==> src/design/teic_pkg.sv <==
// Purpose: Constants and types for the transfer engine identification and configuration bank.
// Assumes: Avalon-MM slave with 32-bit data and byte addressing in words.
// Notes:   The identifier value is arbitrary and names no real part.
package teic_pkg;

  localparam int          ADDR_W            = 10;
  localparam int          DATA_W            = 32;

  // Register byte offsets.
  localparam logic [9:0]  OFS_MODULE_ID     = 10'h000;
  localparam logic [9:0]  OFS_ENGINE_PARAMS = 10'h004;

  // Identifier value, arbitrary.
  localparam logic [31:0] MODULE_ID_VAL     = 32'h0A5C_0101;

  // Field positions of the engine parameter word.
  localparam int          DQD_LSB           = 8;
  localparam int          BSC_LSB           = 4;
  localparam int          SBS_LSB           = 0;

  // Field codes.
  localparam logic [1:0]  DQD_FOUR_ENTRY    = 2'h2;
  localparam logic [1:0]  BSC_64BIT         = 2'h1;
  localparam logic [2:0]  SBS_128_BYTE      = 3'h2;
  localparam logic [2:0]  SBS_256_BYTE      = 3'h3;

  // Answer for unmapped addresses.
  localparam logic [31:0] UNMAPPED_VAL      = 32'h0000_0000;

  // Bus request carried as one struct.
  typedef struct packed {
    logic [9:0]  address;
    logic        read;
    logic        write;
  } teic_req_t;

  // Whole state of the bank.
  typedef struct packed {
    logic [31:0] readdata;
    logic        rvalid;
  } teic_state_t;

endpackage : teic_pkg

==> src/design/teic_top.sv <==
// Purpose: Read-only identifier and engine parameter registers on Avalon-MM.
// Assumes: One clock; synchronous inputs; registers at byte offsets 0x0 and 0x4.
// Notes:   A read answers on the next enabled cycle after it is taken; writes are accepted at once and dropped.
// Operation
// - A fixed 32-bit read-only identifier names the engine and its revision.
// - Bits 9-8 report destination queue depth code 2h, a four-entry queue.
// - Bits 5-4 report bus width code 1h, a 64-bit data bus.
// - Bits 2-0 report buffer size code 2h, 128 bytes, on instance zero.
// - Instance one reports buffer size code 3h, 256 bytes; other codes never appear.
//
// Local design decisions: the placing of the registers and register access over Avalon-MM.
`timescale 1ns/100ps
`default_nettype none

module teic_top #(
  parameter bit ENGINE_INSTANCE_ONE = 1'b0
) (
  // Clock, reset and enable
  input  wire logic        SYS_CLK_I,
  input  wire logic        RESET_N_I,
  input  wire logic        CLK_EN_I,
  // Avalon-MM slave
  input  wire logic [9:0]  AVS_ADDRESS_I,
  input  wire logic        AVS_READ_I,
  input  wire logic        AVS_WRITE_I,
  input  wire logic [31:0] AVS_WRITEDATA_I,
  input  wire logic [3:0]  AVS_BYTEENABLE_I,
  output logic             AVS_WAITREQUEST_O,
  output logic [31:0]      AVS_READDATA_O
);

  // Reset copy released through two flip-flops
  logic                  rst_sync1_r;
  logic                  rst_sync2_r;
  // Request, bank state and the constant parameter word
  teic_pkg::teic_req_t   req;
  teic_pkg::teic_state_t state_r;
  teic_pkg::teic_state_t state_nxt;
  logic [31:0]           params;
  logic                  read_capture;
  logic                  read_release;

  always_ff @(posedge SYS_CLK_I or negedge RESET_N_I)
  begin
    if (!RESET_N_I)
    begin
      rst_sync1_r <= 1'b0;
      rst_sync2_r <= 1'b0;
    end
    else
    begin
      rst_sync1_r <= 1'b1;
      rst_sync2_r <= rst_sync1_r;
    end
  end

  assign req = '{address: AVS_ADDRESS_I, read: AVS_READ_I, write: AVS_WRITE_I};

  // True when bit idx lies inside a field of the given position and width.
  function automatic logic in_field(input int idx, input int lsb, input int width);
    return (idx >= lsb) && (idx < lsb + width);
  endfunction : in_field

  // The buffer size code is the only field that differs between instances.
  function automatic logic [2:0] buffer_size_code(input bit instance_one);
    logic [2:0] code;
    if (instance_one)
    begin
      code = teic_pkg::SBS_256_BYTE;
    end
    else
    begin
      code = teic_pkg::SBS_128_BYTE;
    end
    return code;
  endfunction : buffer_size_code

  // One bit of the parameter word; every bit outside the three fields reads zero.
  function automatic logic param_bit(input int idx);
    logic [1:0] depth;
    logic [1:0] bus;
    logic [2:0] size;
    logic       val;
    depth = teic_pkg::DQD_FOUR_ENTRY;
    bus   = teic_pkg::BSC_64BIT;
    size  = buffer_size_code(ENGINE_INSTANCE_ONE);
    val   = 1'b0;
    if (in_field(idx, teic_pkg::DQD_LSB, 2))
    begin
      val = depth[idx - teic_pkg::DQD_LSB];
    end
    else if (in_field(idx, teic_pkg::BSC_LSB, 2))
    begin
      val = bus[idx - teic_pkg::BSC_LSB];
    end
    else if (in_field(idx, teic_pkg::SBS_LSB, 3))
    begin
      val = size[idx - teic_pkg::SBS_LSB];
    end
    return val;
  endfunction : param_bit

  // The parameter word is wired bit by bit from constants, so it holds no state.
  for (genvar b = 0; b < 32; b++)
  begin : g_param_bit
    assign params[b] = param_bit(b);
  end

  function automatic logic addr_is(input logic [9:0] addr, input logic [9:0] ofs);
    return addr == ofs;
  endfunction : addr_is

  function automatic logic [31:0] decode_read(input logic [9:0] addr, input logic [31:0] prm);
    logic [31:0] val;
    val = teic_pkg::UNMAPPED_VAL;
    if (addr_is(addr, teic_pkg::OFS_MODULE_ID))
    begin
      val = teic_pkg::MODULE_ID_VAL;
    end
    else if (addr_is(addr, teic_pkg::OFS_ENGINE_PARAMS))
    begin
      val = prm;
    end
    return val;
  endfunction : decode_read

  // A read is captured on one enabled edge and released on the next enabled edge.
  // The release must wait for the enable, or a frozen valid flag would let the
  // following read finish at once with stale data.
  assign read_capture = req.read && !state_r.rvalid;
  assign read_release = req.read && state_r.rvalid && CLK_EN_I;

  always_comb
  begin
    state_nxt = state_r;
    if (read_capture)
    begin
      state_nxt.readdata = decode_read(req.address, params);
      state_nxt.rvalid   = 1'b1;
    end
    else
    begin
      state_nxt.rvalid = 1'b0;
    end
  end

  always_ff @(posedge SYS_CLK_I or negedge rst_sync2_r)
  begin
    if (!rst_sync2_r)
    begin
      state_r <= '0;
    end
    else if (CLK_EN_I)
    begin
      state_r <= state_nxt;
    end
  end

  // Writes never wait and change nothing.
  assign AVS_WAITREQUEST_O = req.read && !read_release;
  assign AVS_READDATA_O    = state_r.readdata;

endmodule : teic_top

`default_nettype wire

==> config.mk <==
export PLATFORM = sky130hd
export DESIGN_NAME = teic_top
export DESIGN_NICKNAME = d
export VERILOG_FILES = /design/src/design/teic_pkg.sv /design/src/design/teic_top.sv
export SDC_FILE = /design/constraint.sdc
export NUM_CORES = 1
export LEC_CHECK = 0
export BUFFER_PORTS_ARGS = -buffer_cell sky130_fd_sc_hd__buf_2
export CAP_MARGIN = 30
export CORE_MARGIN = 3
export CORE_UTILIZATION = 27
export DETAILED_ROUTE_END_ITERATION = 16
export GPL_TIMING_DRIVEN = 0
export MAX_ROUTING_LAYER = met4
export PLACE_DENSITY = 0.83
export SYNTH_ARGS = -nofsm -noshare
export SYNTH_HDL_FRONTEND = slang
export SYNTH_SLANG_ARGS = --single-unit
==> constraint.sdc <==
create_clock -name SYS_CLK_I -period 1.1 [get_ports SYS_CLK_I]
set_input_delay 0.165 -clock SYS_CLK_I [delete_from_list [all_inputs] [get_ports SYS_CLK_I]]
set_output_delay 0.165 -clock SYS_CLK_I [all_outputs]
set_load 0.05 [all_outputs]
Yosys cells after proc, flatten, opt, wreduce, memory -nomap -nowiden

Index checks and enable logic that the tools add are counted.
W data, S select, Z words.

Equality and inequality tests: 1
Reductions and logical operators: 8
Divide/modulo/power cells: 0
Add/subtract/negate cells: 0
Order comparisons: 0
Bitwise gates (word level): 0
Muxes and demuxes: 3
Shifts and indexed selects: 0
$mul: 0

Operator list:

| cell                  | number |
|---|---|
| $mux W28              | 1 |
| $eq A10 B3 Y1 const B | 1 |
| $logic_not A10 Y1     | 1 |
| $mux W10              | 1 |
| $logic_and A1 B1 Y1   | 4 |
| $logic_not A1 Y1      | 2 |
| $reduce_and A2 Y1     | 1 |
| $mux W1               | 1 |

Memories: 0
Input bits: 51
Memory bits (read-only): 0
Latch bits: 0
Logic and storage cells: 16
Memory bits (writable): 0
Register bits: 35
Output and inout bits: 33

Longest topological paths before layout

Gate-level depths: netlist of the first run.

Depth in word-level cells: 4
Depth in mapped cells: 3
Gate-level depth less buffers: 3

Worst setup path before layout of the first run

No wires, ideal clock.

Kind: register to output
Start point: register state_r[0] in the netlist's numbering
End point: output port AVS_WAITREQUEST_O
Buffers on the path: 0
Stages on the path, launching flop included: 2
Path slack: -551 ps
Arrival: 1,486 ps
Required time: 935 ps
Path through: dfrtp_1 > a21boi_0

Longest elaborated chain between the ends: 4

Ends and longest elaborated chain:

| what                              | line            | text |
|---|---|---|
| from (decl)                       | teic_top.sv:37  | `teic_pkg::teic_state_t state_r;` |
| from (signal assigned)            | teic_top.sv:155 | `state_r <= state_nxt;` |
| $logic_and A1 B1 Y1 (2 in series) | teic_top.sv:131 | `assign read_release = req.read && state_r.rvalid && CLK_EN_I;` |
| $logic_not A1 Y1                  | teic_top.sv:160 | `assign AVS_WAITREQUEST_O = req.read && !read_release;` |
| $logic_and A1 B1 Y1               | teic_top.sv:160 |  |
| to (decl)                         | teic_top.sv:28  | `output logic AVS_WAITREQUEST_O,` |

Every way passes these cells.

==> metrics.md, run 1 <==
| Metric | Value |
|---|---|
| Status | complete, but fails checks |
| Violated checks | setup timing |
| Worst skew pair latency | 0.24 ns |
| Max clock buf depth | 2 |
| Final ANT Viol Nets | 0 |
| Mapped Avg Cell Area | 8.91 um2 |
| Critical path data arrival time | 0.99 ns |
| Count leader, synth | buf_4 |
| Largest area contributor in the netlist | buf_4 |
| Clock sink count | 5 |
| Initial antenna violation count | 0 |
| Final net count | 153 |
| Pre-antenna DRT Iters | 2 |
| Final non-filler cell total | 117 |
| CTS root buffer | clkbuf_4 |
| Placeable Area | 0.00154 mm2 |
| Final Critical Period | 1.16 ns |
| Area growth, synth to finish | 82.6% |
| Routed wire length | 945 um |
| Setup Viol. Count Final | 12 |
| WP data required | 0.94 ns |
| DRT iter0 DRCs | 3 |
| Die Area | 0.00221 mm2 |
| Via-per-instance ratio | 3.41 |
| Clock tree from TritonCTS | built |
| Diodes inserted | 0 |
| Cells after synthesis | 51 |
| EDFF count, synth | 0 |
| WL/cell | 8.08 um |
| Ys async rst share | 1.00 |
| Worst Clk Skew | 0.00235 ns |
| Final worst slack | -0.0551 ns |
| Crit path max-delay family | flip-flops |
| Post-synthesis sequential area ratio | 0.275 |
| Tcrit/Tclk final | 1.05 |
| Synth unique cells | 10 |
| Area of the multi-input gates | 175 um2 |
| Peak Freq | 866 MHz |
| Fin area | 830 um2 |
| Pin count of the biggest net entering global routing | 10 |
| CTS Buf Count | 3 |
| Share of layout cells above drive strength 1 | 0.663 |
| Placed insts | 112 |
| Global-route wire length before repair | 1.33 mm |
| Final Max Tran Viols | 0 |
| Crit path launch type | flip-flop |
| Post-Syn Area | 454 um2 |
| Maximum VDD drop | 0.610 mV |
| Via count | 399 |
| Vias in the first global route | 364 |
| Reg area | 128 um2 |
| Post-DP HPWL | 801 um |
| Max-cap violations | 0 |
| Worst reg2reg startpoint | state_r[0] |
| Crit path max fanout | 9 |
| Most frequent cells after synthesis | buf_4 (32), dfrtp_1 (5), nand2_1 (3) |
| Post-CTS Setup Inserts | 0 |
| Post-synth top area share | 0.529 |
| #FFs+latches synth | 5 |
| Leakage dissipation | 0.490 nW |
| Unrepaired setup endpoints after global routing | yes |
| CP Buf/Inv Count | 2 |
| Die Ht | 47.0 um |
| Die Span X | 47.0 um |
| PwrDens | 842 mW/mm2 |
| Std-Cell Rows | 14 |
| CTS clk-pin slew, worst paths | 0.05 ns |
| CP Class | reg -> out |
| GPL Wtd Cong | 0.614 |
| CP startpoint | AVS_READDATA_O[25] |
| Max incr delay on CP | 0.45 ns |
| Hold Crit Class | reg -> async |
| H-tree depth | 1 |
| Global Route Usage Sum | 0.0941 |
| Final Hold Viols | 0 |
| Initial Util | 0.295 |
| Slowest-stage cell, CP | dfrtp_2 |
| YS warnings | 0 |
| Top cells by area, synth | buf_4 (53%), dfrtp_1 (28%), nor4_2 (5.5%) |
| Fill cells | 154 |
| Crit-path cells | buf_4, buf_6 |
| Ys flop type | dfrtp_1 |
| Buffers on Ports | 25 |
| Area post-placement | 678 um2 |
| Crit end category | primary output |
| I/O pins | 84 |
| Total gr overflow | 0 |
| DRC violations left | 0 |
==> placed cells by master (no fill, tap or decap) <==
cell	Yosys	layout
a21boi_2	0	1
buf_2	0	13
buf_4	32	29
buf_6	0	12
buf_8	0	3
clkbuf_1	0	1
clkbuf_4	0	3
conb_1	2	22
dfrtp_1	5	3
dfrtp_2	0	2
dlygate4sd3_1	0	1
inv_1	2	2
nand2_1	3	3
nand3b_1	1	1
nor4_2	2	2
o21ai_0	1	1
o41ai_2	0	2
==> kinds of logic (layout without fill, tap and decap cells) <==
kind of cell	Yosys count	in the layout	share of synthesized area
other	2	22	0.0165
DFF	5	5	0.275
AOI/OAI and AO/OA	4	4	0.0661
and+or+nand+nor	6	6	0.0964
buffers and inverters	34	64	0.545
==> metrics by stage <==
step | setup slack (ns) | total power, mW | setup TNS, ns | utilization | hold slack, ns
2_1_floorplan | 0.0675 | 0.441 | 0 | - | -0.131
3_3_place_gp | 0.0640 | 0.473 | 0 | 0.440 | -0.0454
3_5_place_dp | -0.0344 | 0.476 | -0.0506 | 0.440 | -0.0473
4_1_cts | -0.0671 | 0.705 | -0.585 | 0.523 | 0.0424
5_1_grt | -0.0975 | 0.745 | -0.938 | 0.538 | 0.0537
6_report | -0.0551 | 0.699 | -0.435 | 0.538 | 0.0355
==> flip-flops by register name, summed over array words and instances (netlist names) <==
name,count
AVS_READDATA_O,2
rst_sync1_r,1
rst_sync2_r,1
state_r,1
==> timing repair <==
item | CTS | global route
endpoints found under the setup margin | 12 | 14
gates resized for setup | 29 | 5
hold endpoints to repair | 2 | 0
hold buffers | 1 | 0
gates cloned | 0 | 0
==> worst paths after layout <==
check / to / slack [ns] / cells after the start
setup / recovery: AVS_READDATA_O[19] / -0.06 / 2
hold / removal: state_r[0] / 0.04 / 0
setup reg to reg: AVS_READDATA_O[25] / 0.05 / 2
hold reg to reg: state_r[0] / 0.04 / 0
max in group asynchronous: rst_sync1_r / 0.77 / 2
min in group SYS_CLK_I: AVS_READDATA_O[25] / 0.14 / 2
==> routing by layer <==
layer | GRT usage | up-vias | wire length, um
met1 | 0.0577 | 169 | 261
met4 | 0.0276 | 0 | 0
met2 | 0.182 | 23 | 549
met5 | - | - | 0
li1 | - | 207 | -
met3 | 0.0766 | 0 | 134
==> worst reg2reg max path, stage by stage (launching register included) <==
cell and delay (ns):
dfrtp_1 0.39, nand3b_1 0.27, o41ai_2 0.27
==> layout make-up <==
cell class                 count  area share
buffer                        32       0.303
tap                           16      0.0241
timing repair buffer          26       0.267
clock buffer                   4      0.0317
inverter                       2     0.00905
multi-input combinational     32       0.211
sequential                     5       0.154
==> where the power goes <==
group	switching [mW]	internal, mW	total, mW
clock network	0.0753	0.137	0.212
logic	0.202	0.0851	0.287
registers	0.00616	0.193	0.199
No activity file was read; power rests on OpenSTA's default activity.
==> run 2: changes to the inputs <==
--- a/config.mk
+++ b/config.mk
@@ -7,7 +7,6 @@
 export LEC_CHECK = 0
 export BUFFER_PORTS_ARGS = -buffer_cell sky130_fd_sc_hd__buf_2
 export CAP_MARGIN = 30
-export CORE_MARGIN = 3
 export CORE_UTILIZATION = 27
 export DETAILED_ROUTE_END_ITERATION = 16
 export GPL_TIMING_DRIVEN = 0
==> constraint.sdc (replaced) <==
create_clock -name SYS_CLK_I -period 1.1 [get_ports SYS_CLK_I]
set_input_delay 0.11 -clock SYS_CLK_I [delete_from_list [all_inputs] [get_ports SYS_CLK_I]]
set_output_delay 0.11 -clock SYS_CLK_I [all_outputs]
set_load 0.05 [all_outputs]
==> metrics.md, run 2 (synthesis gave the netlist of run 1 again) <==
| Metric | Value |
|---|---|
| Crit-path cells | buf_4, buf_6 |
| I/O pins | 84 (unchanged) |
| Buffers on Ports | 25 (unchanged) |
| Final Max Tran Viols | 0 (unchanged) |
| Total gr overflow | 0 (unchanged) |
| Via count | 395 (-1.0%) |
| Pwr Total | 695 uW (-0.54%) |
| CTS clk-pin slew, worst paths | 0.04 ns (about the same) |
| PwrDens | 862 mW/mm2 (+2.4%) |
| Max-cap violations | 0 (unchanged) |
| Fill cells | 157 (+1.9%) |
| WP data required | 0.99 ns (+0.05 ns) |
| Final ANT Viol Nets | 0 (unchanged) |
| Status | finished clean |
| Maximum VDD drop | 0.597 mV (-2.1%) |
| Reg2Reg Setup Slack | 0.08 ns (+0.03 ns) |
| Post-DP HPWL | 714 um (-11%) |
| Tcrit/Tclk final | 0.995 (-0.0547) |
| Post-CTS Setup Inserts | 0 (unchanged) |
| Final Hold Viols | 0 (unchanged) |
| Clock sink count | 5 (unchanged) |
| CP Class | reg -> out |
| Placeable Area | 0.00154 mm2 (unchanged) |
| Setup Viol. Count Final | 0 (-12) |
| Std-Cell Rows | 14 (unchanged) |
| Peak Freq | 913 MHz (+5.5%) |
| Die Span X | 43.0 um (-8.5%) |
| Max clock buf depth | 2 (unchanged) |
| Diodes inserted | 0 (unchanged) |
| Die Area | 0.00185 mm2 (-16%) |
| Fin area | 806 um2 (-2.9%) |
| GPL Wtd Cong | 0.671 (+9.2%) |
| Final Critical Period | 1.09 ns (-0.0602 ns) |
| Slowest-stage cell, CP | dfrtp_2 |
| Clock tree from TritonCTS | built |
| CTS root buffer | clkbuf_4 |
| Commonest non-fill, non-tap cell in the layout | buf_4 |
| Unrepaired setup endpoints after global routing | yes |
| Critical path data arrival time | 0.98 ns (about the same) |
| Die Ht | 43.0 um (-8.5%) |
| DRC violations left | 0 (unchanged) |
| Final net count | 153 (unchanged) |
| Via-per-instance ratio | 3.38 (-1.0%) |
| Max FFs per register | 2 (unchanged) |
| Global Route Usage Sum | 0.0908 (-0.00322) |
| Crit path max fanout | 9 (unchanged) |
| Initial Util | 0.295 (unchanged) |
| Initial antenna violation count | 0 (unchanged) |
| Routed wire length | 817 um (-14%) |
| WL/cell | 6.98 um (-14%) |
| Share of layout cells above drive strength 1 | 0.653 (-0.00990) |
| Final core occ | 0.523 (-0.0154) |
| Area post-placement | 678 um2 (unchanged) |
| Worst skew pair latency | 0.24 ns (about the same) |
| Hold Crit Class | reg -> async |
| Pre-antenna DRT Iters | 2 (unchanged) |
| Crit end category | primary output |
| H-tree depth | 1 (unchanged) |
| Area growth, synth to finish | 77.4% |
| DRT iter0 DRCs | 4 (+1) |
| Leakage dissipation | 0.487 nW (-0.72%) |
| Crit path launch type | flip-flop |
| Max incr delay on CP | 0.45 ns (about the same) |
| Global-route wire length before repair | 1.14 mm (-15%) |
| Pin count of the biggest net entering global routing | 10 (unchanged) |
| Vias in the first global route | 309 (-15%) |
| Commonest non-fill, non-tap cells in the layout | buf_4 (32), conb_1 (22), buf_2 (13) |
| Worst Clk Skew | 0.00337 ns (+0.00103 ns) |
| CTS Buf Count | 3 (unchanged) |
run 2: cell counts in the layout (fill, tap and decap cells not counted):
Identical to the previous run, type by type.
run 2: timing repair:
item,in CTS,in global routing
hold buffers,1,0
endpoints found under the hold margin,2,0
endpoints found under the setup margin,12,14
gates cloned,0,0
gates resized for setup,21,6
run 2: path summary, 6_finish.rpt:
| path | from | endpoint | cells past startpoint |
|---|---|---|---|
| worst min register to register | rst_sync2_r | AVS_READDATA_O[9] | 0 |
| worst max-delay path | AVS_READDATA_O[25] | AVS_READDATA_O[25] | 2 |
| worst min-delay path | rst_sync2_r | AVS_READDATA_O[9] | 0 |
| max in group asynchronous | RESET_N_I | rst_sync2_r | 2 |
| min in group SYS_CLK_I | AVS_ADDRESS_I[2] | AVS_READDATA_O[25] | 2 |
| worst max register to register | state_r[0] | AVS_READDATA_O[9] | 2 |
run 2: through the flow:
step                      hold WS (ns)  setup WS [ns]  cells  TNS (ns)
final                           0.0334        0.00503    117         0
after global routing            0.0465        -0.0449    117    -0.356
after CTS                       0.0387        -0.0140    117   -0.0940
after detailed placement        -0.103         0.0146    112         0
after global placement          -0.102          0.117    112         0
after floorplan                 -0.186          0.123     71         0
run 2: worst max-delay path, delay by kind of cell, from the launching register on:
| kind | cells | cell delay (ns) |
|---|---|---|
| flops | 1 | 0.45 |
| buf+inv | 2 | 0.29 |
run 2: final cells by class:
class	count	area (um2)	area share
timing repair buffer	26	210	0.261
sequential	5	126	0.157
inverter	2	7.51	0.00932
tap	16	20.0	0.0248
clock buffer	4	26.3	0.0326
multi-input combinational	32	175	0.217
buffer	32	240	0.298
run 2: per-layer routing:
metal	GRT usage	vias to the layer above	share of wire
met5	-	-	0
met4	0.0424	0	0
met3	0.0894	0	0.14
met2	0.155	28	0.59
met1	0.0576	160	0.27
li1	-	207	-
run 2: power by group:
group | leakage, nW | switching (mW) | total, mW | internal, mW
registers | 0.0622 | 0.00587 | 0.199 | 0.193
logic | 0.409 | 0.202 | 0.286 | 0.0848
clock network | 0.0150 | 0.0728 | 0.210 | 0.137
==> run 3: changes to the inputs <==
--- a/config.mk
+++ b/config.mk
@@ -11,7 +11,7 @@
 export DETAILED_ROUTE_END_ITERATION = 16
 export GPL_TIMING_DRIVEN = 0
 export MAX_ROUTING_LAYER = met4
-export PLACE_DENSITY = 0.83
+export PLACE_DENSITY = 0.8
 export SYNTH_ARGS = -nofsm -noshare
 export SYNTH_HDL_FRONTEND = slang
 export SYNTH_SLANG_ARGS = --single-unit
==> metrics.md, run 3 (synthesis gave the netlist of run 1 again) <==
| Metric | Value |
|---|---|
| Status | complete, but fails checks |
| Violated checks | setup timing |
| Commonest non-fill, non-tap cell in the layout | buf_4 |
| Worst reg2reg startpoint | state_r[0] |
| Setup Viol. Count Final | 2 (+2) |
| Final core occ | 0.533 (+0.0106) |
| Setup TNS | -0.00157 ns (-0.00157 ns) |
| Peak Freq | 908 MHz (-0.59%) |
| Post-DP HPWL | 668 um (-6.4%) |
| CTS clk-pin slew, worst paths | 0.05 ns (about the same) |
| Pin count of the biggest net entering global routing | 10 (unchanged) |
| Routed wire length | 842 um (+3.1%) |
| Final Critical Period | 1.10 ns (+0.00649 ns) |
| Worst Clk Skew | 0.00683 ns (+0.00345 ns) |
| Pre-antenna DRT Iters | 4 (+2) |
| CP Class | reg -> out |
| Initial Util | 0.295 (unchanged) |
| Final non-filler cell total | 117 (unchanged) |
| Final Max Tran Viols | 0 (unchanged) |
| Leakage dissipation | 0.488 nW (+0.30%) |
| Unrepaired setup endpoints after global routing | yes |
| Std-Cell Rows | 14 (unchanged) |
| R2R depth | 2 (unchanged) |
| Die Ht | 43.0 um (unchanged) |
| Worst skew pair latency | 0.24 ns (about the same) |
| Area growth, synth to finish | 81.0% |
| Max-cap violations | 0 (unchanged) |
| Final Hold Viols | 0 (unchanged) |
| GPL Wtd Cong | 0.744 (+11%) |
| H-tree depth | 1 (unchanged) |
| PwrDens | 849 mW/mm2 (-1.5%) |
| Reg2Reg Setup Slack | 0.06 ns (-0.02 ns) |
| Share of layout cells above drive strength 1 | 0.663 (+0.00990) |
| Total gr overflow | 0 (unchanged) |
| Diodes inserted | 0 (unchanged) |
| Initial antenna violation count | 0 (unchanged) |
| Hold_ws | 0.0340 ns (+0.000647 ns) |
| Buffers on Ports | 25 (unchanged) |
| WL/cell | 7.20 um (+3.1%) |
| Die Span X | 43.0 um (unchanged) |
| Max FFs per register | 2 (unchanged) |
| Via-per-instance ratio | 3.27 (-3.0%) |
| Maximum VDD drop | 0.644 mV (+7.8%) |
| Placed insts | 112 (unchanged) |
| Clock sink count | 5 (unchanged) |
| DRT iter0 DRCs | 5 (+1) |
| Global Route Usage Sum | 0.0915 (+0.000652) |
| Crit path max fanout | 9 (unchanged) |
| CTS Buf Count | 3 (unchanged) |
| DRC violations left | 0 (unchanged) |
| CTS root buffer | clkbuf_4 |
| Final worst slack | -0.00145 ns (-0.00649 ns) |
| Final net count | 153 (unchanged) |
| Clock tree from TritonCTS | built |
| Crit path launch type | flip-flop |
| Via count | 383 (-3.0%) |
| Reg2Reg Capture Point | AVS_READDATA_O[9] |
| Placeable Area | 0.00154 mm2 (unchanged) |
| Vias in the first global route | 291 (-5.8%) |
| Global-route wire length before repair | 1.19 mm (+4.2%) |
| Final ANT Viol Nets | 0 (unchanged) |
| Critical path data arrival time | 0.99 ns (about the same) |
| WP data required | 0.99 ns (about the same) |
| I/O pins | 84 (unchanged) |
| Commonest non-fill, non-tap cells in the layout | buf_4 (29), conb_1 (22), buf_6 (14) |
| Hold Crit Class | reg -> async |
| Tcrit/Tclk final | 1.00 (+0.00590) |
| Max clock buf depth | 2 (unchanged) |
| Die Area | 0.00185 mm2 (unchanged) |
| Crit end category | primary output |
## run 3: cell count changes in the layout (fill, tap and decap cells not counted)
cell / delta
buf_4: -3
buf_6: +2
buf_8: +1
dfrtp_1: -1
dfrtp_2: +1
## run 3: worst max-delay path, cell delays in order (launching register included)
cell and delay [ns]:
dfrtp_2 0.45, buf_4 0.15, buf_6 0.14
## run 3: per-layer routing
metal | global-route usage | vias up | part of all wire | routed length [um]
li1 | - | 210 | - | -
met1 | 0.0727 | 148 | 0.34 | 287
met2 | 0.164 | 25 | 0.55 | 467
met3 | 0.0596 | 0 | 0.10 | 88
met4 | 0.0364 | 0 | 0 | 0
met5 | - | - | 0 | 0
## run 3: worst max path at each step
stage / from / endpoint / cells past startpoint
2_1_floorplan: state_r[0] / AVS_WAITREQUEST_O / 1
3_3_place_gp: state_r[0] / AVS_READDATA_O[25] / 2
3_5_place_dp: state_r[0] / AVS_READDATA_O[9] / 2
4_1_cts: AVS_READDATA_O[25] / AVS_READDATA_O[8] / 2
5_1_grt: AVS_READDATA_O[25] / AVS_READDATA_O[0] / 2
6_report: AVS_READDATA_O[25] / AVS_READDATA_O[8] / 2
## run 3: metrics by stage
| stage | setup WS [ns] | power (mW) | instance area (um2) |
|---|---|---|---|
| after floorplan | 0.123 | 0.441 | 533 |
| after global placement | 0.116 | 0.473 | 678 |
| after detailed placement | -0.0231 | 0.475 | 678 |
| after CTS | -0.0240 | 0.708 | 795 |
| after global routing | -0.0617 | 0.747 | 822 |
| final | -0.00145 | 0.698 | 822 |
## run 3: cell type report
class                   count  area (um2)
fillers                   134         719
plain buffers              32         251
repair buffers             26         214
multi-input cells          32         175
flip-flops and latches      5         128
clock buffers               4        26.3
well taps                  16        20.0
inverters                   2        7.51
## run 3: what timing repair did
item	in CTS	in global routing
hold buffers	1	0
resized for setup	25	7
setup endpoints to repair	13	13
buffers inserted	0	0
hold endpoints to repair	2	0
## run 3: power breakdown
group	internal (mW)	total (mW)	switching (mW)	leakage (nW)
sequential	0.193	0.199	0.00610	0.0606
combinational	0.0850	0.286	0.201	0.412
clock	0.137	0.213	0.0759	0.0150
total	0.415	0.698	0.283	0.488
